[src/common/dmacfg_pkg.sv]
// Functional notes
// - Writing 1 to bit 31 starts the channel with its loaded transfer setup.
// - A cleared enable stops the channel only at a transaction boundary.
// - Configuration word of an active channel reads as zero.
// - Done-stop and ready-pacing modes exist on channels 0 and 1 only.
// - Strobe held high keeps the engine in place; no new transfer starts.
// - Status-readability bit makes status registers show live values when active, except during the dummy fetch.
// - After a failure, continuation bit 1 restarts from the failed word.
// - Ready-pacing waits for the strobe before each next bus arbitration except the dummy fetch.
// - Done-mode strobe halts channel after current transaction and clears enable.
// - Strobe while awaiting mastership stops after the next transaction, then disables.
// - Word layout: 31 en, 30 cont, 29 status, 28 rdy, 27 done, 26:24 burst, 20 arb.
// - All configuration fields reset to zero.
// - Engine clears enable on completion; software restarts by setting it.
// - After the last word, registers read zero until the dummy fetch ends.
package dmacfg_pkg;

  // ----------------------------------------------------------------
  // Sizes
  // ----------------------------------------------------------------
  localparam int unsigned NUM_CH = 4;
  localparam int unsigned PACE_CH = 2;
  localparam int unsigned DATA_W = 32;
  localparam int unsigned CNT_W = 16;
  localparam int unsigned FIFO_DEPTH = 8;

  // ----------------------------------------------------------------
  // Register map: channel in adr[5:4], register in adr[3:0]
  // ----------------------------------------------------------------
  localparam logic [3:0] OFF_CFG = 4'h0;
  localparam logic [3:0] OFF_CNT = 4'h4;
  localparam logic [3:0] OFF_STAT = 4'h8;
  localparam logic [31:0] RD_UNMAPPED = 32'h0000_0000;

  // ----------------------------------------------------------------
  // Field positions
  // ----------------------------------------------------------------
  localparam int unsigned BIT_EN = 31;
  localparam int unsigned BIT_CONT = 30;
  localparam int unsigned BIT_NFM = 29;
  localparam int unsigned BIT_RDY = 28;
  localparam int unsigned BIT_DONE = 27;
  localparam int unsigned BURST_MSB = 26;
  localparam int unsigned BURST_LSB = 24;
  localparam int unsigned BIT_ARB = 20;
  localparam int unsigned STAT_FAIL = 16;
  localparam int unsigned STAT_ACT = 17;

  // ----------------------------------------------------------------
  // Types
  // ----------------------------------------------------------------
  typedef struct packed {
    logic en;
    logic cont;
    logic nfm;
    logic rdy;
    logic done;
    logic [2:0] burst;
    logic arb;
  } dmacfg_cfg_s;

  typedef struct packed {
    logic req;
    logic dummy;
    logic [1:0] chan;
    logic [DATA_W-1:0] data;
  } dmacfg_bus_s;

  typedef enum logic [5:0] {
    ST_IDLE = 6'h01,
    ST_PACE = 6'h02,
    ST_ARB = 6'h04,
    ST_XFER = 6'h08,
    ST_DARB = 6'h10,
    ST_DXFER = 6'h20
  } dmacfg_state_e;

  // ----------------------------------------------------------------
  // Reset values
  // ----------------------------------------------------------------
  localparam dmacfg_cfg_s CFG_RST = '0;
  localparam logic [CNT_W-1:0] CNT_RST = 16'h0000;
  localparam logic SYNC_RST = 1'b1;

endpackage : dmacfg_pkg

[src/design/dmacfg_sync.sv]
`timescale 1ns/1ps
module dmacfg_sync #(
  parameter int unsigned W = 2
) (
  // Clock and reset
  input wire logic core_clk_i,
  input wire logic rst_b_i,
  // Raw and synchronised levels
  input wire logic [W-1:0] d_i,
  output logic [W-1:0] q_o
);

  logic [W-1:0] meta_q;
  logic [W-1:0] sync_q;

  // Idle level of an active-low strobe, so reset reads as inactive
  always_ff @(posedge core_clk_i or negedge rst_b_i) begin
    if (!rst_b_i) begin
      meta_q <= {W{dmacfg_pkg::SYNC_RST}};
      sync_q <= {W{dmacfg_pkg::SYNC_RST}};
    end else begin
      meta_q <= d_i;
      sync_q <= meta_q;
    end
  end

  assign q_o = sync_q;

endmodule : dmacfg_sync

[src/design/dmacfg_fifo.sv]
`timescale 1ns/1ps
module dmacfg_fifo #(
  parameter int unsigned WIDTH = 32,
  parameter int unsigned DEPTH = 8
) (
  // Clock and reset
  input wire logic core_clk_i,
  input wire logic rst_b_i,
  // Fill side
  input wire logic in_valid_i,
  output logic in_ready_o,
  input wire logic [WIDTH-1:0] in_data_i,
  // Drain side
  output logic out_valid_o,
  input wire logic out_ready_i,
  output logic [WIDTH-1:0] out_data_o
);

  localparam int unsigned AW = $clog2(DEPTH);

  logic [WIDTH-1:0] mem_q [DEPTH];
  logic [AW-1:0] wp_q;
  logic [AW-1:0] rp_q;
  logic [AW:0] cnt_q;

  wire push = in_valid_i & in_ready_o;
  wire pop = out_valid_o & out_ready_i;

  assign in_ready_o = (cnt_q != DEPTH[AW:0]);
  assign out_valid_o = (cnt_q != '0);
  assign out_data_o = mem_q[rp_q];

  always_ff @(posedge core_clk_i) begin
    if (push) begin
      mem_q[wp_q] <= in_data_i;
    end
  end

  // Depth is a power of two, so pointers wrap on overflow
  always_ff @(posedge core_clk_i or negedge rst_b_i) begin
    if (!rst_b_i) begin
      wp_q <= '0;
      rp_q <= '0;
      cnt_q <= '0;
    end else begin
      if (push) wp_q <= wp_q + 1'b1;
      if (pop) rp_q <= rp_q + 1'b1;
      if (push && !pop) cnt_q <= cnt_q + 1'b1;
      else if (pop && !push) cnt_q <= cnt_q - 1'b1;
    end
  end

endmodule : dmacfg_fifo

[src/design/dmacfg_top.sv]
`timescale 1ns/1ps
module dmacfg_top (
  // Clock and reset
  input wire logic core_clk_i,
  input wire logic rst_b_i,
  // Wishbone slave
  input wire logic wb_cyc_i,
  input wire logic wb_stb_i,
  input wire logic wb_we_i,
  input wire logic [31:0] wb_adr_i,
  input wire logic [3:0] wb_sel_i,
  input wire logic [31:0] wb_dat_i,
  output logic [31:0] wb_dat_o,
  output logic wb_ack_o,
  // Source data stream
  input wire logic src_valid_i,
  output logic src_ready_o,
  input wire logic [31:0] src_data_i,
  // System bus transactions
  output dmacfg_pkg::dmacfg_bus_s bus_o,
  input wire logic bus_gnt_i,
  input wire logic bus_ack_i,
  input wire logic bus_err_i,
  // Pacing strobes of channels 0 and 1, active low
  input wire logic [1:0] pace_b_i
);

  localparam int unsigned NCH = dmacfg_pkg::NUM_CH;
  localparam int unsigned CW = dmacfg_pkg::CNT_W;

  // ----------------------------------------------------------------
  // State
  // ----------------------------------------------------------------
  dmacfg_pkg::dmacfg_cfg_s cfg_q [NCH];
  logic [CW-1:0] cnt_q [NCH];
  logic [CW-1:0] rem_q [NCH];
  logic [NCH-1:0] fail_q;
  dmacfg_pkg::dmacfg_state_e st_q;
  dmacfg_pkg::dmacfg_state_e st_d;
  logic [1:0] act_q;
  logic stop_q;
  logic ack_q;
  logic [31:0] dat_q;
  logic dummy_q;
  logic [31:0] bdata_q;

  // ----------------------------------------------------------------
  // Pacing strobe synchroniser
  // ----------------------------------------------------------------
  logic [1:0] pace_s;

  dmacfg_sync #(
    .W(2)
  ) u_sync (
    .core_clk_i(core_clk_i),
    .rst_b_i(rst_b_i),
    .d_i(pace_b_i),
    .q_o(pace_s)
  );

  // Channels 2 and 3 have no strobe
  wire act_paced = (act_q < 2'd2);
  wire pace_act = act_paced & ~pace_s[act_q[0]];

  // ----------------------------------------------------------------
  // Data FIFO
  // ----------------------------------------------------------------
  logic fifo_v;
  logic [31:0] fifo_d;
  wire st_idle = (st_q == dmacfg_pkg::ST_IDLE);
  wire st_pace = (st_q == dmacfg_pkg::ST_PACE);
  wire st_arb = (st_q == dmacfg_pkg::ST_ARB);
  wire st_xfer = (st_q == dmacfg_pkg::ST_XFER);
  wire st_darb = (st_q == dmacfg_pkg::ST_DARB);
  wire st_dxfer = (st_q == dmacfg_pkg::ST_DXFER);
  wire ack_x = st_xfer & bus_ack_i & ~bus_err_i;
  wire err_x = st_xfer & bus_err_i;

  dmacfg_fifo #(
    .WIDTH(dmacfg_pkg::DATA_W),
    .DEPTH(dmacfg_pkg::FIFO_DEPTH)
  ) u_fifo (
    .core_clk_i(core_clk_i),
    .rst_b_i(rst_b_i),
    .in_valid_i(src_valid_i),
    .in_ready_o(src_ready_o),
    .in_data_i(src_data_i),
    .out_valid_o(fifo_v),
    .out_ready_i(ack_x),
    .out_data_o(fifo_d)
  );

  // ----------------------------------------------------------------
  // Bus decode
  // ----------------------------------------------------------------
  wire acc = wb_cyc_i & wb_stb_i & ~ack_q;
  wire in_map = (wb_adr_i[31:6] == 26'h0);
  wire [1:0] a_ch = wb_adr_i[5:4];
  wire [3:0] a_off = wb_adr_i[3:0];
  // Partial-word writes are acknowledged but not stored
  wire wr_acc = acc & wb_we_i & in_map & (wb_sel_i == 4'hf);
  wire rd_acc = acc & ~wb_we_i;
  wire busy = ~st_idle;
  wire flush = st_darb | st_dxfer;
  wire a_busy = busy & (act_q == a_ch);
  wire wr_cfg = wr_acc & (a_off == dmacfg_pkg::OFF_CFG);
  wire wr_cnt = wr_acc & (a_off == dmacfg_pkg::OFF_CNT);
  wire new_en = wb_dat_i[dmacfg_pkg::BIT_EN];
  wire new_cont = wb_dat_i[dmacfg_pkg::BIT_CONT];

  // Software disable of the running channel waits for a boundary
  wire sw_stop = wr_cfg & a_busy & ~new_en & ~flush;
  wire done_stop = busy & ~flush & cfg_q[act_q].done & pace_act;

  // ----------------------------------------------------------------
  // Read mux
  // ----------------------------------------------------------------
  logic [31:0] cfg_word;
  logic [31:0] stat_word;

  always_comb begin
    cfg_word = '0;
    cfg_word[dmacfg_pkg::BIT_EN] = cfg_q[a_ch].en;
    cfg_word[dmacfg_pkg::BIT_CONT] = cfg_q[a_ch].cont;
    cfg_word[dmacfg_pkg::BIT_NFM] = cfg_q[a_ch].nfm;
    cfg_word[dmacfg_pkg::BIT_RDY] = cfg_q[a_ch].rdy;
    cfg_word[dmacfg_pkg::BIT_DONE] = cfg_q[a_ch].done;
    cfg_word[dmacfg_pkg::BURST_MSB:dmacfg_pkg::BURST_LSB] = cfg_q[a_ch].burst;
    cfg_word[dmacfg_pkg::BIT_ARB] = cfg_q[a_ch].arb;
    stat_word = '0;
    stat_word[CW-1:0] = rem_q[a_ch];
    stat_word[dmacfg_pkg::STAT_FAIL] = fail_q[a_ch];
    stat_word[dmacfg_pkg::STAT_ACT] = a_busy;
  end

  // Live view only with the status-readability bit, never during flush
  wire hide = a_busy & (flush | ~cfg_q[a_ch].nfm);
  wire [31:0] rd_cfg = a_busy ? 32'h0 : cfg_word;
  wire [31:0] rd_cnt = hide ? 32'h0 : {16'h0, cnt_q[a_ch]};
  wire [31:0] rd_stat = hide ? 32'h0 : stat_word;
  wire [31:0] rd_data =
    !in_map ? dmacfg_pkg::RD_UNMAPPED :
    (a_off == dmacfg_pkg::OFF_CFG) ? rd_cfg :
    (a_off == dmacfg_pkg::OFF_CNT) ? rd_cnt :
    (a_off == dmacfg_pkg::OFF_STAT) ? rd_stat :
    dmacfg_pkg::RD_UNMAPPED;

  always_ff @(posedge core_clk_i or negedge rst_b_i) begin
    if (!rst_b_i) begin
      ack_q <= 1'b0;
      dat_q <= '0;
    end else begin
      ack_q <= acc;
      if (rd_acc) dat_q <= rd_data;
    end
  end

  assign wb_ack_o = ack_q;
  assign wb_dat_o = dat_q;

  // ----------------------------------------------------------------
  // Channel pick and engine
  // ----------------------------------------------------------------
  logic [NCH-1:0] en_vec;
  for (genvar g = 0; g < NCH; g++) begin : g_en
    assign en_vec[g] = cfg_q[g].en;
  end

  wire any_en = |en_vec;
  wire [1:0] pick = en_vec[0] ? 2'd0 : en_vec[1] ? 2'd1 :
                    en_vec[2] ? 2'd2 : 2'd3;
  wire last = (rem_q[act_q] == 16'h0001);
  wire stop_now = stop_q | sw_stop | done_stop;
  wire clr_en = (st_pace & stop_now) | err_x | (ack_x & stop_now) |
                (st_dxfer & (bus_ack_i | bus_err_i));

  always_comb begin
    st_d = st_q;
    case (st_q)
      dmacfg_pkg::ST_IDLE: begin
        if (any_en) begin
          if (rem_q[pick] == '0) st_d = dmacfg_pkg::ST_DARB;
          else if (cfg_q[pick].rdy) st_d = dmacfg_pkg::ST_PACE;
          else st_d = dmacfg_pkg::ST_ARB;
        end
      end
      dmacfg_pkg::ST_PACE: begin
        // Strobe high holds here with no request
        if (stop_now) st_d = dmacfg_pkg::ST_IDLE;
        else if (pace_act) st_d = dmacfg_pkg::ST_ARB;
      end
      dmacfg_pkg::ST_ARB: begin
        // A stop seen here still lets the next transaction run
        if (fifo_v && bus_gnt_i) st_d = dmacfg_pkg::ST_XFER;
      end
      dmacfg_pkg::ST_XFER: begin
        if (err_x) st_d = dmacfg_pkg::ST_IDLE;
        else if (ack_x) begin
          if (stop_now) st_d = dmacfg_pkg::ST_IDLE;
          else if (last) st_d = dmacfg_pkg::ST_DARB;
          else if (cfg_q[act_q].rdy) st_d = dmacfg_pkg::ST_PACE;
          else st_d = dmacfg_pkg::ST_ARB;
        end
      end
      dmacfg_pkg::ST_DARB: begin
        if (bus_gnt_i) st_d = dmacfg_pkg::ST_DXFER;
      end
      dmacfg_pkg::ST_DXFER: begin
        if (bus_ack_i || bus_err_i) st_d = dmacfg_pkg::ST_IDLE;
      end
      default: st_d = dmacfg_pkg::ST_IDLE;
    endcase
  end

  always_ff @(posedge core_clk_i or negedge rst_b_i) begin
    if (!rst_b_i) begin
      st_q <= dmacfg_pkg::ST_IDLE;
      act_q <= 2'd0;
      stop_q <= 1'b0;
      dummy_q <= 1'b0;
      bdata_q <= '0;
    end else begin
      st_q <= st_d;
      if (st_idle) act_q <= pick;
      // Set wins; idle always clears, so no stop leaks to the next channel
      if (sw_stop || done_stop) stop_q <= 1'b1;
      else if (st_idle || st_d == dmacfg_pkg::ST_IDLE) stop_q <= 1'b0;
      if (st_arb && fifo_v && bus_gnt_i) bdata_q <= fifo_d;
      if (st_idle || st_pace) dummy_q <= 1'b0;
      if (st_d == dmacfg_pkg::ST_DARB) dummy_q <= 1'b1;
    end
  end

  assign bus_o.req = (st_arb & fifo_v) | st_darb;
  assign bus_o.dummy = dummy_q;
  assign bus_o.chan = act_q;
  assign bus_o.data = bdata_q;

  // ----------------------------------------------------------------
  // Per-channel registers
  // ----------------------------------------------------------------
  always_ff @(posedge core_clk_i or negedge rst_b_i) begin
    if (!rst_b_i) begin
      for (int i = 0; i < NCH; i++) begin
        cfg_q[i] <= dmacfg_pkg::CFG_RST;
        cnt_q[i] <= dmacfg_pkg::CNT_RST;
        rem_q[i] <= dmacfg_pkg::CNT_RST;
        fail_q[i] <= 1'b0;
      end
    end else begin
      for (int i = 0; i < NCH; i++) begin
        if (wr_cfg && a_ch == i[1:0] && !(busy && act_q == i[1:0])) begin
          cfg_q[i].en <= new_en;
          cfg_q[i].cont <= new_cont;
          cfg_q[i].nfm <= wb_dat_i[dmacfg_pkg::BIT_NFM];
          cfg_q[i].rdy <= (i < dmacfg_pkg::PACE_CH) &
                          wb_dat_i[dmacfg_pkg::BIT_RDY];
          cfg_q[i].done <= (i < dmacfg_pkg::PACE_CH) &
                           wb_dat_i[dmacfg_pkg::BIT_DONE];
          cfg_q[i].burst <=
            wb_dat_i[dmacfg_pkg::BURST_MSB:dmacfg_pkg::BURST_LSB];
          cfg_q[i].arb <= wb_dat_i[dmacfg_pkg::BIT_ARB];
          if (new_en && !cfg_q[i].en) begin
            // Continuation keeps the remaining count of the failed run
            if (!(fail_q[i] && new_cont)) rem_q[i] <= cnt_q[i];
            fail_q[i] <= 1'b0;
          end
        end
        if (wr_cnt && a_ch == i[1:0] && !(busy && act_q == i[1:0])) begin
          cnt_q[i] <= wb_dat_i[CW-1:0];
        end
        if (act_q == i[1:0] && busy) begin
          if (clr_en) cfg_q[i].en <= 1'b0;
          if (ack_x) rem_q[i] <= rem_q[i] - 1'b1;
          if (err_x) fail_q[i] <= 1'b1;
        end
      end
    end
  end
endmodule : dmacfg_top

[config.mk]
export PLATFORM = sky130hd
export DESIGN_NAME = dmacfg_top
export DESIGN_NICKNAME = d
export VERILOG_FILES = /design/src/common/dmacfg_pkg.sv /design/src/design/dmacfg_sync.sv /design/src/design/dmacfg_fifo.sv /design/src/design/dmacfg_top.sv
export SDC_FILE = /design/constraint.sdc
export NUM_CORES = 1
export LEC_CHECK = 0
export BUFFER_PORTS_ARGS = -buffer_cell sky130_fd_sc_hd__buf_2
export CAP_MARGIN = 20
export CORE_ASPECT_RATIO = 2
export CORE_UTILIZATION = 55
export DETAILED_ROUTE_END_ITERATION = 8
export PLACE_DENSITY = 0.82
export SETUP_SLACK_MARGIN = 0.1
export SLEW_MARGIN = 20
export SYNTH_ARGS = -nofsm -noshare
export SYNTH_HDL_FRONTEND = slang
export SYNTH_SLANG_ARGS = --single-unit
[constraint.sdc]
create_clock -name core_clk_i -period 5.5 [get_ports core_clk_i]
set_input_delay 0 -clock core_clk_i [delete_from_list [all_inputs] [get_ports core_clk_i]]
set_output_delay 0 -clock core_clk_i [all_outputs]
set_load 0.01 [all_outputs]
* Yosys cells after proc, flatten, opt, wreduce, memory -nomap -nowiden *
Memory sizes are Yosys's and may differ from the RTL's. A register that Yosys moved wholly into a read port is not among the register bits.
Cells that the tools add are included.
W data, S select, Z words.

word-level totals
  flip-flop bits (word level) = 221
  bits in writable memories = 256
  input port bits = 111
  output and inout port bits = 70
  logic and storage cells = 288
  memories = 1

operators by class
  add/sub/neg operators = 8
  order comparisons = 6
  eq/ne operators = 20
  mux-type cells = 105
  bitwise operators = 46
  reductions and logical operators = 58

memories
  memory        depth  bits a word  read ports  clocked after memory_dff  wr ports  RTL line           text
  u_fifo.mem_q  8      32           1           1                         1         dmacfg_fifo.sv:21  logic [WIDTH-1:0] mem_q [DEPTH];

operators by type and width
  kind                     count
  $mux W16                 29
  $bmux W16 S2             4
  $mux W32                 3
  $mux W6                  12
  $sub A16 B1 Y16 const B  4
  $bmux W9 S2              3
  $mux W18                 3
  $mux W9                  6
  $pmux W6 S6              1
  $mux W1                  34
  $logic_and A1 B1 Y1      33
  $and A1 B1 Y1            26
  $logic_not A26 Y1        1
  $eq A16 B1 Y1 const B    1
  $logic_not A16 Y1        1
  $mux W5                  3
  $eq A6 B1 Y1 const B     2
  $eq A6 B5 Y1 const B     2
  $logic_not A1 Y1         11
  $ge A3 B3 Y1 const B     3
  $not A2 Y3               3
  $or A1 B1 Y1             9
  $eq A2 B2 Y1 const B     4
  $eq A4 B4 Y1 const B     2
  other kinds (25)         43

* Depth between registers and ports, before layout *
Gate-level depths: netlist of run 1.

  word-level depth = 19
  depth in mapped cells = 13
  mapped depth without buffers = 12

* Hierarchy *
From an unflattened synthesis of run 1, not the netlist that was laid out.

second synthesis, totals
  cell total of the unflattened synthesis = 1543
  area, all modules = 22736.8 um^2

by module, submodules not included
  module       instances  cells each  area an instance (um^2)  sequential area each (um^2)
  dmacfg_top   1          1107        12278.0                  5856.9
  dmacfg_fifo  1          432         10353.7                  7937.6
  dmacfg_sync  1          4           105.1                    105.1

* Worst setup path before layout of run 1 *
OpenSTA, ideal clock, no wires.

  kind = register to register
  start = register u_fifo.cnt_q[0]
  end = memory u_fifo.mem_q[0][0], enable pin
  setup time = 0.501 ns
  arrival = 3.838 ns
  required time = 4.999 ns
  setup slack = 1.161 ns
  cell stages (with the launch flop) = 5
  path buffers = 0
  clock period less this slack = 4.339 ns
  cell sequence = dfrtp_1 nor3_1 nand2_1 nand2_1 nor4_1

between the ends
  word-level cells in the longest chain between the ends = 4

ends and longest elaborated chain
  item                           RTL line           text
  from (decl)                    dmacfg_fifo.sv:24  logic [AW:0] cnt_q;
  from (signal assigned)         dmacfg_fifo.sv:48  if (push && !pop) cnt_q <= cnt_q + 1'b1;
  from (signal assigned)         dmacfg_fifo.sv:49  else if (pop && !push) cnt_q <= cnt_q - 1'b1;
  $ne A4 B4 Y1                   dmacfg_fifo.sv:29  assign in_ready_o = (cnt_q != DEPTH[AW:0]);
  via src_ready_o                dmacfg_top.sv:17   output logic src_ready_o,
  $and A1 B1 Y1                  dmacfg_fifo.sv:26  wire push = in_valid_i & in_ready_o;
  $mux W1                        dmacfg_fifo.sv:34  if (push) begin
  $mux W1 (not written as such)  dmacfg_fifo.sv:35  mem_q[wp_q] <= in_data_i;
  to (decl)                      dmacfg_fifo.sv:21

The timed path passes the listed nets, and every way through them passes these cells.

* Final worst setup path of run 1 *
  start = register st_q[2]
  end = register u_fifo.cnt_q[3]

between the ends
  word-level cells in the longest chain between the ends = 7
  elaborated cells between the ends (all ways) = 9
  those cells by class = eq/ne (1); mux (1); bitwise (3); reduce/logical (4)

ends and longest elaborated chain
  item                                                  RTL line           text
  from (decl)                                           dmacfg_top.sv:38   dmacfg_pkg::dmacfg_state_e st_q;
  from (signal assigned)                                dmacfg_top.sv:217  st_q <= dmacfg_pkg::ST_IDLE;
  from (signal assigned)                                dmacfg_top.sv:223  st_q <= st_d;
  $eq A6 B4 Y1 (*)                                      dmacfg_top.sv:73   wire st_xfer = (st_q == dmacfg_pkg::ST_XFER);
  $and A1 B1 Y1 (*) (2 in a row)                        dmacfg_top.sv:76   wire ack_x = st_xfer & bus_ack_i & ~bus_err_i;
  $and A1 B1 Y1 (*)                                     dmacfg_fifo.sv:27  wire pop = out_valid_o & out_ready_i;
  $logic_not A1 Y1                                      dmacfg_fifo.sv:48
  $logic_and A1 B1 Y1                                   dmacfg_fifo.sv:48
  $mux W4 / $reduce_bool A2 Y1 (equally long branches)  -

Every way passes the cells marked *; elsewhere a longest branch is shown, timed or not.
A chain may end at the register's enable or synchronous reset.

==> results.md, run 1 <==
- Clock latency of the later-clocked register in the worst-skew pair: 0.56 ns
- Final instance count without filler cells: 2,433
- Clock slew at reported path FFs: 0.07 ns
- Cell breakdown of the critical path: nor3_1 -> and4_1 -> nand2b_1 -> ha_1 -> inv_1 -> ha_1 -> a21o_1 -> a21oi_1 -> xnor2_1 -> nor2_1 -> xor2_1
- Largest fanout on the critical path: 11
- Pre-antenna DRT Iters: 8
- Root Buffer: sky130_fd_sc_hd__clkbuf_16
- Critical path class: flop to flop
- Biggest cell delay along the critical path: 0.73 ns
- Uppermost layer routed: met4
- Power per cell area: 313 nW/um2
- Post-synth EDFFs: about 260
- Unrepaired setup endpoints after global routing: no
- Buffers added on ports: between 150 and 200
- Global-route total usage across every layer: between 30% and 40%
- Mean instance size in the synthesized netlist: 13.8 um2
- Transition time of the tightest slew-check pin: 1.15 ns
- Met2 wire len: 33,200 um
- Minimum clock period after layout: 3.34 ns
- Required time of the critical path: 5.94 ns
- IR Drop Worst-Case VDD: 500 uV
- Slew Limit Fails: 0
- Sequential cell area: 13,900 um2
- Total number of vias: 15,427
- Hpwl dp: 39,900 um
- Die height: 290 um
- Cell with the largest stage delay on the worst path: sky130_fd_sc_hd__and4_1
- Number of fillers in the final layout: 2,931
- Violated checks: DRC
- Routed wire length per instance: between 20 and 30 um
- Cell taking the most area after synthesis: sky130_fd_sc_hd__edfxtp_1
- Number of placed I/O pins: roughly 180
- Routed wl met3: 3740 um
- Initial Utilization: 55.6%
- Register bit count reported by yosys: 504
- Clock sinks: 504
- Count of synthesis-stage warnings from yosys: 0
- Global-route wire length before repair: roughly 94,000 um
- Total instance count after detailed placement: 2,280
- Fin worst setup slack: 2.16 ns
- Most common cell in the synthesized netlist: sky130_fd_sc_hd__edfxtp_1
- Final GP Congestion: 0.983
- Met1 Wirelength: 20,300 um
- Count of endpoints failing hold in the final timing report: 0
- Most common library cells after synthesis: sky130_fd_sc_hd__edfxtp_1, sky130_fd_sc_hd__dfrtp_1, sky130_fd_sc_hd__nor2_1
- Max-Cap Viols: 0
- # H-tree levels: 2
- Final Core Density: 64.3%
- Share of the yosys chip area belonging to registers: approximately three fifths
- Number of DRC violations after detailed-routing iteration 0: around 1,100
- Final Cell Area: 26,300 um2
- Maximum count of clock buffers along a single path: 3
- Clock tree skew after final layout: 0.0202 ns
- Final TNS setup: 0 ns
- Leak Pwr: 10.4 nW
- Layout-stage area growth over the synthesis result: 15.5%
- Detailed-route vias per instance: approximately 6.3
- Nature of the critical path endpoint: flop
- Number of clock buffers inserted by TritonCTS: 44
- Largest net degree at the start of global routing: 176
- CP Buf/Inv Count: 1
- Cell count after synthesis: 1,646
- Hold Path Class: input pin to asynchronous set/reset pin
- Post-route DRC violation count: 4
- Cell variety after synth: just under 80
- Share of the synthesized area in the top cell type: 33.8%
- Num rows: ~110
- Die X: between 100 and 150 um
- Overall die area: about 42,000 um2
- Final setup fails: 0
- Worst endpoint data arrival time: ~3.8 ns
- Synth async-reset ratio: between 40% and 50%
- Crit path max-delay family: simple AND/OR/NAND/NOR gates
- Area of the core: just over 40,000 um2
- Number of antenna violations at the first check in global routing: 1
- Worst slew slack as a fraction of its limit: 23.4%
- Total gr overflow: 0
- Routed wire length: 62,100 um
- Result of the run: finished, violations left
- Area after detailed placement: around 24,000 um2
- Mapped Area: 22,700 um2
- Peak clock frequency supported by timing: about 300 MHz
- Area occupied by multi-input gates: 8270 um2
- Most used DFF post-synth: sky130_fd_sc_hd__edfxtp_1
- Worst-case setup slack after placement: approximately 2 ns
- Startpoint type of the worst setup path: flop
- Final net count: just under 2,000
- Largest cells by area after synthesis: sky130_fd_sc_hd__edfxtp_1, sky130_fd_sc_hd__dfrtp_1, sky130_fd_sc_hd__mux4_2, sky130_fd_sc_hd__mux2_2, sky130_fd_sc_hd__o21ai_0
- Period utilisation layout: roughly three fifths
- CTS tree: yes
- Number of global-route vias before repair: 16,128
- CP most frequent cell: sky130_fd_sc_hd__ha_1
- Number of antenna-violating nets in the routed design: 0
- Proportion of layout cells with a drive suffix above 1: 27.1%
worst paths after layout:
path / cells after the start / start / endpoint / slack [ns]
hold / removal: 2 / rst_b_i / cnt_q[41]$_DFFE_PN0P_ / 0.02
hold reg to reg: 0 / u_sync.meta_q[1]$_DFF_PN1_ / u_sync.q_o[1]$_DFF_PN1_ / 0.36
setup / recovery: 11 / st_q[2]$_DFF_PN0_ / u_fifo.cnt_q[3]$_DFFE_PN0P_ / 2.16
max in group asynchronous: 3 / rst_b_i / cfg_q[20]$_DFFE_PN0P_ / 3.95
setup reg to reg: 11 / st_q[2]$_DFF_PN0_ / u_fifo.cnt_q[3]$_DFFE_PN0P_ / 2.16
min in group core_clk_i: 6 / wb_adr_i[17] / wb_dat_o[16]$_DFFE_PN0P_ / 0.09
power by group:
| group | internal [mW] | switching, mW |
|---|---|---|
| Sequential | 4.31 | 0.123 |
| Combinational | 0.253 | 0.448 |
| Clock | 1.70 | 1.38 |
what timing repair did:
action | CTS | global route
hold buffers | 74 | 0
resized for setup | 0 | 0
setup buffers | 0 | 0
endpoints found under the hold margin | 440 | 0
logic make-up (layout without fill, tap and decap cells):
| group | after synthesis | after routing | synth area share [%] |
|---|---|---|---|
| xor gates and xnor gates | 12 | 12 | 0.462 |
| AOI/OAI and AO/OA | 259 | 259 | 7.22 |
| muxes | 247 | 247 | 17.1 |
| DFF | 504 | 504 | 61.1 |
| buffers and inverters | 155 | 402 | 2.89 |
| and+or+nand+nor | 458 | 458 | 10.6 |
| adders and majority gates | 10 | 10 | 0.583 |
| other | 1 | 6 | 0.0165 |
routing by layer:
metal  vias to the layer above  track usage (%)
met1                      7723             31.5
li1                       6686                -
met3                       255             4.21
met4                         0             22.1
met2                       763             55.1
met5                         -                0
state kept, by name, summed over array words and instances, names as in the netlist, 3 cells and up:
name and flops:
u_fifo.mem_q 256, cnt_q 64, rem_q 64, bdata_q 32, cfg_q 32, wb_dat_o 27
st_q 6, fail_q 4, u_fifo.cnt_q 4, u_fifo.rp_q 3, u_fifo.wp_q 3
stage by stage:
stage | hold slack (ns) | power [mW]
5_1_grt | 0.0932 | 8.46
3_3_place_gp | 0.0307 | 5.10
3_5_place_dp | 0.0348 | 5.16
4_1_cts | 0.0423 | 8.25
2_1_floorplan | -0.296 | 4.82
6_report | 0.0249 | 8.22
layout by cell type, fill, tap and decap left out, types with 7 or more instances in the layout:
cell type and count:
sky130_fd_sc_hd__edfxtp_1 256, sky130_fd_sc_hd__dfrtp_1 240, sky130_fd_sc_hd__buf_2 167, sky130_fd_sc_hd__nor2_1 107
sky130_fd_sc_hd__mux4_2 104, sky130_fd_sc_hd__nand2_1 99, sky130_fd_sc_hd__o21ai_0 97, sky130_fd_sc_hd__mux2_2 93
sky130_fd_sc_hd__dlygate4sd3_1 74, sky130_fd_sc_hd__a21oi_1 65, sky130_fd_sc_hd__inv_1 59, sky130_fd_sc_hd__nor3_1 49
sky130_fd_sc_hd__nand3_1 48, sky130_fd_sc_hd__mux2i_1 48, sky130_fd_sc_hd__clkbuf_16 44, sky130_fd_sc_hd__nor4_1 22
sky130_fd_sc_hd__buf_4 22, sky130_fd_sc_hd__a211oi_1 19, sky130_fd_sc_hd__a22o_1 17, sky130_fd_sc_hd__or3_1 15
sky130_fd_sc_hd__or4_1 14, sky130_fd_sc_hd__and3_1 14, sky130_fd_sc_hd__nand2b_1 13, sky130_fd_sc_hd__o31ai_1 10
sky130_fd_sc_hd__clkinv_2 10, sky130_fd_sc_hd__ha_1 9, sky130_fd_sc_hd__clkbuf_1 9, sky130_fd_sc_hd__nand4_1 8
sky130_fd_sc_hd__or2_2 8, sky130_fd_sc_hd__o32ai_1 8, sky130_fd_sc_hd__nor2b_1 7
final cells by class:
type                       count  area share, %
inverter                      59          0.844
tap                          535           2.55
sequential                   504           53.0
timing repair buffer         265           6.77
clock buffer                  59           4.64
multi-input combinational    991           31.5
clock inverter                19          0.734
antenna                        1        0.00953
(Power assumes the default switching activity.)
==> inputs of run 2 (changes only) <==
- clock period: 5.5 -> 3.5 ns (I/O delays scaled with it)
==> run 2 against run 1 <==
  * Count of clock-buffer cells in the layout increased by 6
  * Via count increased by 0.82%
  * First-iteration DRC count decreased by 17%
  * Sequential share of layout area decreased by 0.70 points
  * Largest cell class unchanged
  * Final cell count increased by 1.3%
  * The run now ends clean
  * Total power increased by 60%
  * Critical path type is now input pin to flop
==> results.md, run 2 (synthesis results as in run 1) <==
- Result of the run: finished clean (was finished, violations left)
- Post-route DRC violation count: 0 (was 4)
- Largest fanout on the critical path: 8 (was 11)
- Register bank with the most flops: u_fifo.mem_q (unchanged)
- Crit path max-delay family: buffers and inverters (was simple AND/OR/NAND/NOR gates)
- Proportion of layout cells with a drive suffix above 1: 28.0% (was 27.1%)
- Sequential cell area: 13,900 um2 (unchanged)
- Routed wire length per instance: 25.3 um (was 25.5 um)
- CP most frequent cell: sky130_fd_sc_hd__dlygate4sd3_1 (was sky130_fd_sc_hd__ha_1)
- Die height: 290 um (unchanged)
- Num rows: 105 (unchanged)
- Number of global-route vias before repair: 16,485 (was 16,128)
- Count of cells resized by post-cts repair: 0 (unchanged)
- Number of clock buffers inserted by TritonCTS: 44 (unchanged)
- Final TNS setup: 0 ns (unchanged)
- Critical path class: input pin to flop (was flop to flop)
- Period utilisation layout: 92.3%
- Commonest non-fill, non-tap cells in the layout: sky130_fd_sc_hd__edfxtp_1, sky130_fd_sc_hd__dfrtp_1, sky130_fd_sc_hd__buf_2 (unchanged)
- Count of endpoints failing hold in the final timing report: 0 (unchanged)
- CP Buf/Inv Count: 4 (was 1)
- Area of the core: 40,900 um2 (unchanged)
- Transition time of the tightest slew-check pin: 1.09 ns (was 1.15 ns)
- Total instance count after detailed placement: 2,307 (was 2,280)
- Die X: 146 um (unchanged)
- Final instance count without filler cells: 2,464 (was 2,433)
- Antenna Cells: 0 (was 1)
- Max-Cap Viols: 0 (unchanged)
- Peak clock frequency supported by timing: roughly 310 MHz
- Clock slew at reported path FFs: 0.07 ns (about the same)
- Flip-flop count of the largest register after layout: 256 (unchanged)
- Worst endpoint data arrival time: 3.67 ns (was 3.79 ns)
- Clock latency of the later-clocked register in the worst-skew pair: 0.57 ns (was 0.56 ns)
- Number of antenna-violating nets in the routed design: 0 (unchanged)
- Startpoint type of the worst setup path: input pin (was flop)
- Total power after layout: 13.1 mW (was 8.22 mW)
- Buffers added on ports: 168 (unchanged)
- # H-tree levels: 2 (unchanged)
- Number of antenna violations at the first check in global routing: 0 (was 1)
- Final GP Congestion: 0.980 (was 0.983)
- Most common cell after layout, fill and taps aside: sky130_fd_sc_hd__edfxtp_1 (unchanged)
- Number of placed I/O pins: 181 (unchanged)
- Biggest cell delay along the critical path: 0.64 ns (was 0.73 ns)
- Maximum count of clock buffers along a single path: 3 (unchanged)
- Number of DRC violations after detailed-routing iteration 0: 907 (was 1,099)
- Final setup fails: 0 (unchanged)
- Pre-antenna DRT Iters: 6 (was 8)
- Leak Pwr: 10.6 nW (was 10.4 nW)
- Detailed-route vias per instance: 6.31 (was 6.34)
- Unrepaired setup endpoints after global routing: no (unchanged)
- Required time of the critical path: 3.94 ns (was 5.94 ns)
- Nature of the critical path endpoint: flop (unchanged)
- Clock tree skew after final layout: 0.0181 ns (was 0.0202 ns)
- Slew Limit Fails: 0 (unchanged)
- Total number of vias: 15,553 (was 15,427)
- Area occupied by multi-input gates: 8270 um2 (about the same)
- Cell with the largest stage delay on the worst path: sky130_fd_sc_hd__nor4_4 (was sky130_fd_sc_hd__and4_1)
- Root Buffer: sky130_fd_sc_hd__clkbuf_16 (unchanged)
- Power per cell area: 494 nW/um2 (was 313 nW/um2)
- Largest registers: u_fifo.mem_q x256, cnt_q x64, rem_q x64 (unchanged)
- Worst slew slack as a fraction of its limit: 26.6% (was 23.4%)
- Cell breakdown of the critical path: dlygate4sd3_1 -> buf_2 -> nor4_1 -> dlygate4sd3_1 -> nand3_1 -> or3_1 -> nor4_4 -> and3b_1 -> o22ai_1 -> dlygate4sd3_1 (was nor3_1 -> and4_1 -> nand2b_1 -> ha_1 -> inv_1 -> ha_1 -> a21o_1 -> a21oi_1 -> xnor2_1 -> nor2_1 -> xor2_1)
- Largest net degree at the start of global routing: 110 (was 176)
- IR Drop Worst-Case VDD: 676 uV (was 500 uV)
- CTS tree: yes (unchanged)
- Initial Utilization: 55.6% (unchanged)
- Minimum clock period after layout: 3.23 ns
- Hold Path Class: input pin to flop (was input pin to asynchronous set/reset pin)
- Layout-stage area growth over the synthesis result: 17.0% (was 15.5%)
- Overall die area: 42,200 um2 (unchanged)
- Final Core Density: 65.1% (was 64.3%)
- Global-route wire length before repair: 95,200 um (was 94,400 um)
- Final net count: 2,014 (was 1,986)
- Number of fillers in the final layout: 2,851 (was 2,931)
- Routed wire length: 62,400 um (was 62,100 um)
- Global-route total usage across every layer: 30.2% (was 30.1%)
- Clock sinks: 504 (unchanged)
- Total gr overflow: 0 (unchanged)
- Hpwl dp: 41,000 um (was 39,900 um)
## run 2: stage by stage
stage | hold slack [ns] | worst slack [ns] | instance area, um2
floorplan | -0.296 | -0.00772 | 22800
global placement | 0.109 | 0.736 | 24400
detailed placement | 0.109 | 0.663 | 24400
CTS | 0.0139 | 0.332 | 26600
global route | 0.0655 | 0.152 | 26600
finish | 0.0333 | 0.268 | 26600
## run 2: cell type report
cell class,count,area share [%]
flip-flops and latches,504,52.3
multi-input cells,991,31.1
repair buffers,293,7.71
clock buffers,65,4.77
well taps,535,2.52
inverters,59,0.832
clock inverters,17,0.795
## run 2: power by group
group	total (mW)	leakage, nW	internal, mW	switching, mW
registers	6.97	5.62	6.77	0.203
logic	1.15	4.28	0.421	0.725
clock network	5.03	0.719	2.78	2.25
## run 2: final timing paths
kind,start,end,slack (ns),depth (start not counted)
min in group asynchronous,rst_b_i,wb_dat_o[10]$_DFFE_PN0P_,0.04,2
hold reg to reg,u_sync.meta_q[1]$_DFF_PN1_,u_sync.q_o[1]$_DFF_PN1_,0.36,0
hold / removal,wb_adr_i[16],wb_dat_o[16]$_DFFE_PN0P_,0.03,6
setup reg to reg,st_q[3]$_DFF_PN0_,fail_q[2]$_DFF_PN0_,0.43,7
setup / recovery,wb_adr_i[31],fail_q[2]$_DFF_PN0_,0.27,10
max in group asynchronous,rst_b_i,wb_dat_o[6]$_DFFE_PN0P_,2.46,3
## run 2: tightest hold or removal path: cells and delay by family
family,cells,cell delay (ns)
AOI/OAI and AO/OA,2,0.18
buffers and inverters,1,0.08
and+or+nand+nor,3,0.29
## run 2: repair_timing
| item | 4_1_cts | 5_1_grt |
|---|---|---|
| endpoints found under the hold margin | 469 | 0 |
| hold buffers | 75 | 0 |
| setup buffers | 0 | 0 |
## run 2: per-layer routing
layer | global-route usage, % | up-vias | routed length [um]
li1 | - | 6740 | -
met1 | 31.5 | 7810 | 20300
met2 | 55.9 | 765 | 34100
met3 | 4.10 | 238 | 3670
met4 | 21.1 | 0 | 4380
met5 | 0 | - | 0
==> inputs of run 3 (changes only) <==
--- a/config.mk
+++ b/config.mk
@@ -12,4 +12,5 @@
 export DETAILED_ROUTE_END_ITERATION = 8
-export PLACE_DENSITY = 0.82
+export PLACE_DENSITY = 0.74
 export SETUP_SLACK_MARGIN = 0.1
+export SKIP_LAST_GASP = 1
 export SLEW_MARGIN = 20
==> constraint.sdc (replaced) <==
create_clock -name core_clk_i -period 3.5 [get_ports core_clk_i]
set_input_delay 1.05 -clock core_clk_i [delete_from_list [all_inputs] [get_ports core_clk_i]]
set_output_delay 1.05 -clock core_clk_i [all_outputs]
set_load 0.01 [all_outputs]
==> run 3 against run 2 <==
  * Clock power up 4.0%
  * Worst setup slack better by 0.047 ns
  * Highest routed layer is now met5
  * Die area unchanged
  * Final cell count down 2.0%
  * Sequential power about the same
  * Core utilization down 0.99 points
  * Register-to-register slack better by 0.25 ns
  * Non-clock buffer count down 53
  * Via count down 3.2%
  * Total power up 0.86%
==> results.md, run 3 (synthesis results as in run 1) <==
- Proportion of layout cells with a drive suffix above 1: 30.4% (was 28.0%)
- Unrepaired setup endpoints after global routing: no (unchanged)
- Minimum clock period after layout: 3.18 ns (was 3.23 ns)
- Final GP Congestion: 0.951 (was 0.980)
- Routed wire length: 58,600 um (was 62,400 um)
- Number of antenna violations at the first check in global routing: 4 (was 0)
- Number of DRC violations after detailed-routing iteration 0: 879 (was 907)
- Maximum count of clock buffers along a single path: 3 (unchanged)
- CTS tree: yes (unchanged)
- Register-to-Register Path Depth: 10 (was 7)
- Portion of total power attributed to the clock network: 39.5% (was 38.2%)
- Largest fanout on the critical path: 3 (was 8)
- Routed wire length per instance: 24.3 um (was 25.3 um)
- Number of global-route vias before repair: 15,936 (was 16,485)
- Commonest non-fill, non-tap cells in the layout: sky130_fd_sc_hd__edfxtp_1, sky130_fd_sc_hd__dfrtp_1, sky130_fd_sc_hd__buf_2 (unchanged)
- Largest registers: u_fifo.mem_q x256, cnt_q x64, rem_q x64 (unchanged)
- Global-route total usage across every layer: 28.6% (was 30.2%)
- Power dissipated by switching net loads: 3.09 mW (was 3.18 mW)
- Worst-case setup slack after placement: 0.128 ns (was 0.663 ns)
- Required time of the critical path: 2.45 ns (was 3.94 ns)
- Buffers added on ports: 168 (unchanged)
- Transition time of the tightest slew-check pin: 1.06 ns (was 1.09 ns)
- Area occupied by multi-input gates: 8290 um2 (was 8270 um2)
- Final net count: 1,961 (was 2,014)
- Number of placed I/O pins: 181 (unchanged)
- Max-Cap Viols: 0 (unchanged)
- Switching share of total power: 23.3% (was 24.2%)
- Part of the power in registers: 52.4% (was 53.0%)
- Power per cell area: 506 nW/um2 (was 494 nW/um2)
- Clock latency of the later-clocked register in the worst-skew pair: 0.57 ns (about the same)
- Part of the power in combinational logic: 8.1% (was 8.7%)
- Final TNS setup: 0 ns (unchanged)
- Number of clock buffers inserted by TritonCTS: 44 (unchanged)
- Layout-stage area growth over the synthesis result: 15.3% (was 17.0%)
- Worst slew slack as a fraction of its limit: 29.6% (was 26.6%)
- Period utilisation layout: 91.0% (was 92.3%)
- Final setup fails: 0 (unchanged)
- Count of endpoints failing hold in the final timing report: 0 (unchanged)
- Number of antenna-violating nets in the routed design: 0 (unchanged)
- Startpoint type of the worst setup path: flop (was input pin)
- Number of fillers in the final layout: 3,006 (was 2,851)
- Area of the core: 40,900 um2 (unchanged)
- Pre-antenna DRT Iters: 5 (was 6)
- Leak Pwr: 10.5 nW (was 10.6 nW)
- IR Drop Worst-Case VDD: 749 uV (was 676 uV)
- Int Pwr: 10.2 mW (was 9.97 mW)
- Critical path class: flop to output port (was input pin to flop)
- Minimum setup slack among reg-to-reg paths: 0.68 ns (was 0.43 ns)
- Die height: 290 um (unchanged)
- Die X: 146 um (unchanged)
- Root Buffer: sky130_fd_sc_hd__clkbuf_16 (unchanged)
- Number of buffers inserted for hold repair after clock tree synthesis: 0 (was 75)
- Most common cell after layout, fill and taps aside: sky130_fd_sc_hd__edfxtp_1 (unchanged)
- R2r startpoint: u_fifo.cnt_q[1]$_DFFE_PN0P_ (was st_q[3]$_DFF_PN0_)
- Hpwl dp: 40,400 um (was 41,000 um)
- Peak clock frequency supported by timing: 314 MHz (was 309 MHz)
- Sequential cell area: 13,900 um2 (about the same)
- Initial Utilization: 55.6% (unchanged)
- Num rows: 105 (unchanged)
- Global-route wire length before repair: 91,000 um (was 95,200 um)
- Clock sinks: 504 (unchanged)
- Total gr overflow: 0 (unchanged)
- Worst setup path endpoint: bus_o[35] (was fail_q[2]$_DFF_PN0_)
- Result of the run: finished clean (unchanged)
- Clock tree skew after final layout: 0.0196 ns (was 0.0181 ns)
- Largest net degree at the start of global routing: 68 (was 110)
- Fin worst setup slack: 0.316 ns (was 0.268 ns)
- Detailed-route vias per instance: 6.23 (was 6.31)
- Worst endpoint data arrival time: 2.13 ns (was 3.67 ns)
- Clock slew at reported path FFs: 0.07 ns (about the same)
- Register bank with the most flops: u_fifo.mem_q (unchanged)
- Hold Path Class: flop to flop (was input pin to flop)
- Flip-flop count of the largest register after layout: 256 (unchanged)
- FF-to-FF End: u_fifo.cnt_q[3]$_DFFE_PN0P_ (was fail_q[2]$_DFF_PN0_)
- Post-route DRC violation count: 0 (unchanged)
- # H-tree levels: 2 (unchanged)
- Total number of vias: 15,048 (was 15,553)
- Nature of the critical path endpoint: output port (was flop)
- Slew Limit Fails: 0 (unchanged)
- Overall die area: 42,200 um2 (unchanged)
- Launching instance or port of the critical path: st_q[3]$_DFF_PN0_ (was wb_adr_i[31])
run 3: changes by cell type in the layout (fill, tap and decap cells not counted), sizes merged:
cell         delta
clkbuf          -5
clkinv          +1
clkinvlp        -2
buf            +22
inv             +2
bufinv          +4
diode           +3
dlygate4sd3    -75
run 3: power groups by stage:
stage          clock network, mW  registers [mW]  logic [mW]
2_1_floorplan                  0            7.03       0.551
3_3_place_gp                   0            7.02        1.05
3_5_place_dp                   0            7.06        1.09
4_1_cts                     5.31            6.95        1.10
5_1_grt                     5.50            6.98        1.17
6_report                    5.23            6.95        1.08
run 3: final cells by class:
cell class	count	area share, %
repair buffers	240	5.93
inverters	59	0.845
well taps	535	2.55
multi-input cells	991	31.6
clock buffers	60	4.70
clock inverters	22	1.24
flip-flops and latches	504	53.1
diodes	3	0.0287
run 3: layer usage:
layer	GRT usage [%]	share of wire, %
met3	3.59	5.1
met5	0	0.022
met2	53.2	54
met4	18.9	7.0
met1	30.3	34
run 3: worst min-delay path by stage:
stage                                     startpoint                 endpoint  slack [ns]  depth (start not counted)
after floorplan           u_sync.meta_q[0]$_DFF_PN1_  u_sync.q_o[0]$_DFF_PN1_        0.35                          0
after global placement    u_sync.meta_q[0]$_DFF_PN1_  u_sync.q_o[0]$_DFF_PN1_        0.35                          0
after detailed placement  u_sync.meta_q[0]$_DFF_PN1_  u_sync.q_o[0]$_DFF_PN1_        0.35                          0
after CTS                 u_sync.meta_q[0]$_DFF_PN1_  u_sync.q_o[0]$_DFF_PN1_        0.36                          0
after global routing      u_sync.meta_q[0]$_DFF_PN1_  u_sync.q_o[0]$_DFF_PN1_        0.36                          0
final                     u_sync.meta_q[0]$_DFF_PN1_  u_sync.q_o[0]$_DFF_PN1_        0.36                          0
run 3: worst max-delay path, cell delays in order, from the launching register on:
cell and delay [ns]:
sky130_fd_sc_hd__dfrtp_1 0.38, sky130_fd_sc_hd__or4b_4 0.54, sky130_fd_sc_hd__or3_4 0.36, sky130_fd_sc_hd__o21ai_2 0.10, sky130_fd_sc_hd__buf_2 0.18
run 3: what timing repair did:
action,CTS,global route
resized for setup,4,2
endpoints found under the hold margin,0,0
endpoints found under the setup margin,1,1
buffers inserted,1,1
gates cloned,0,0
run 3: through the flow:
stage          hold WS, ns  utilization (%)  total power [mW]  cells  instance area (um2)
5_1_grt              0.364             64.1              13.7   2414                26200
6_report             0.357             64.1              13.3   2414                26200
2_1_floorplan        0.345                -              7.58   1650                22800
3_3_place_gp         0.347             60.2              8.08   2327                24600
3_5_place_dp         0.349             60.2              8.15   2327                24600
4_1_cts              0.359             64.1              13.4   2410                26200
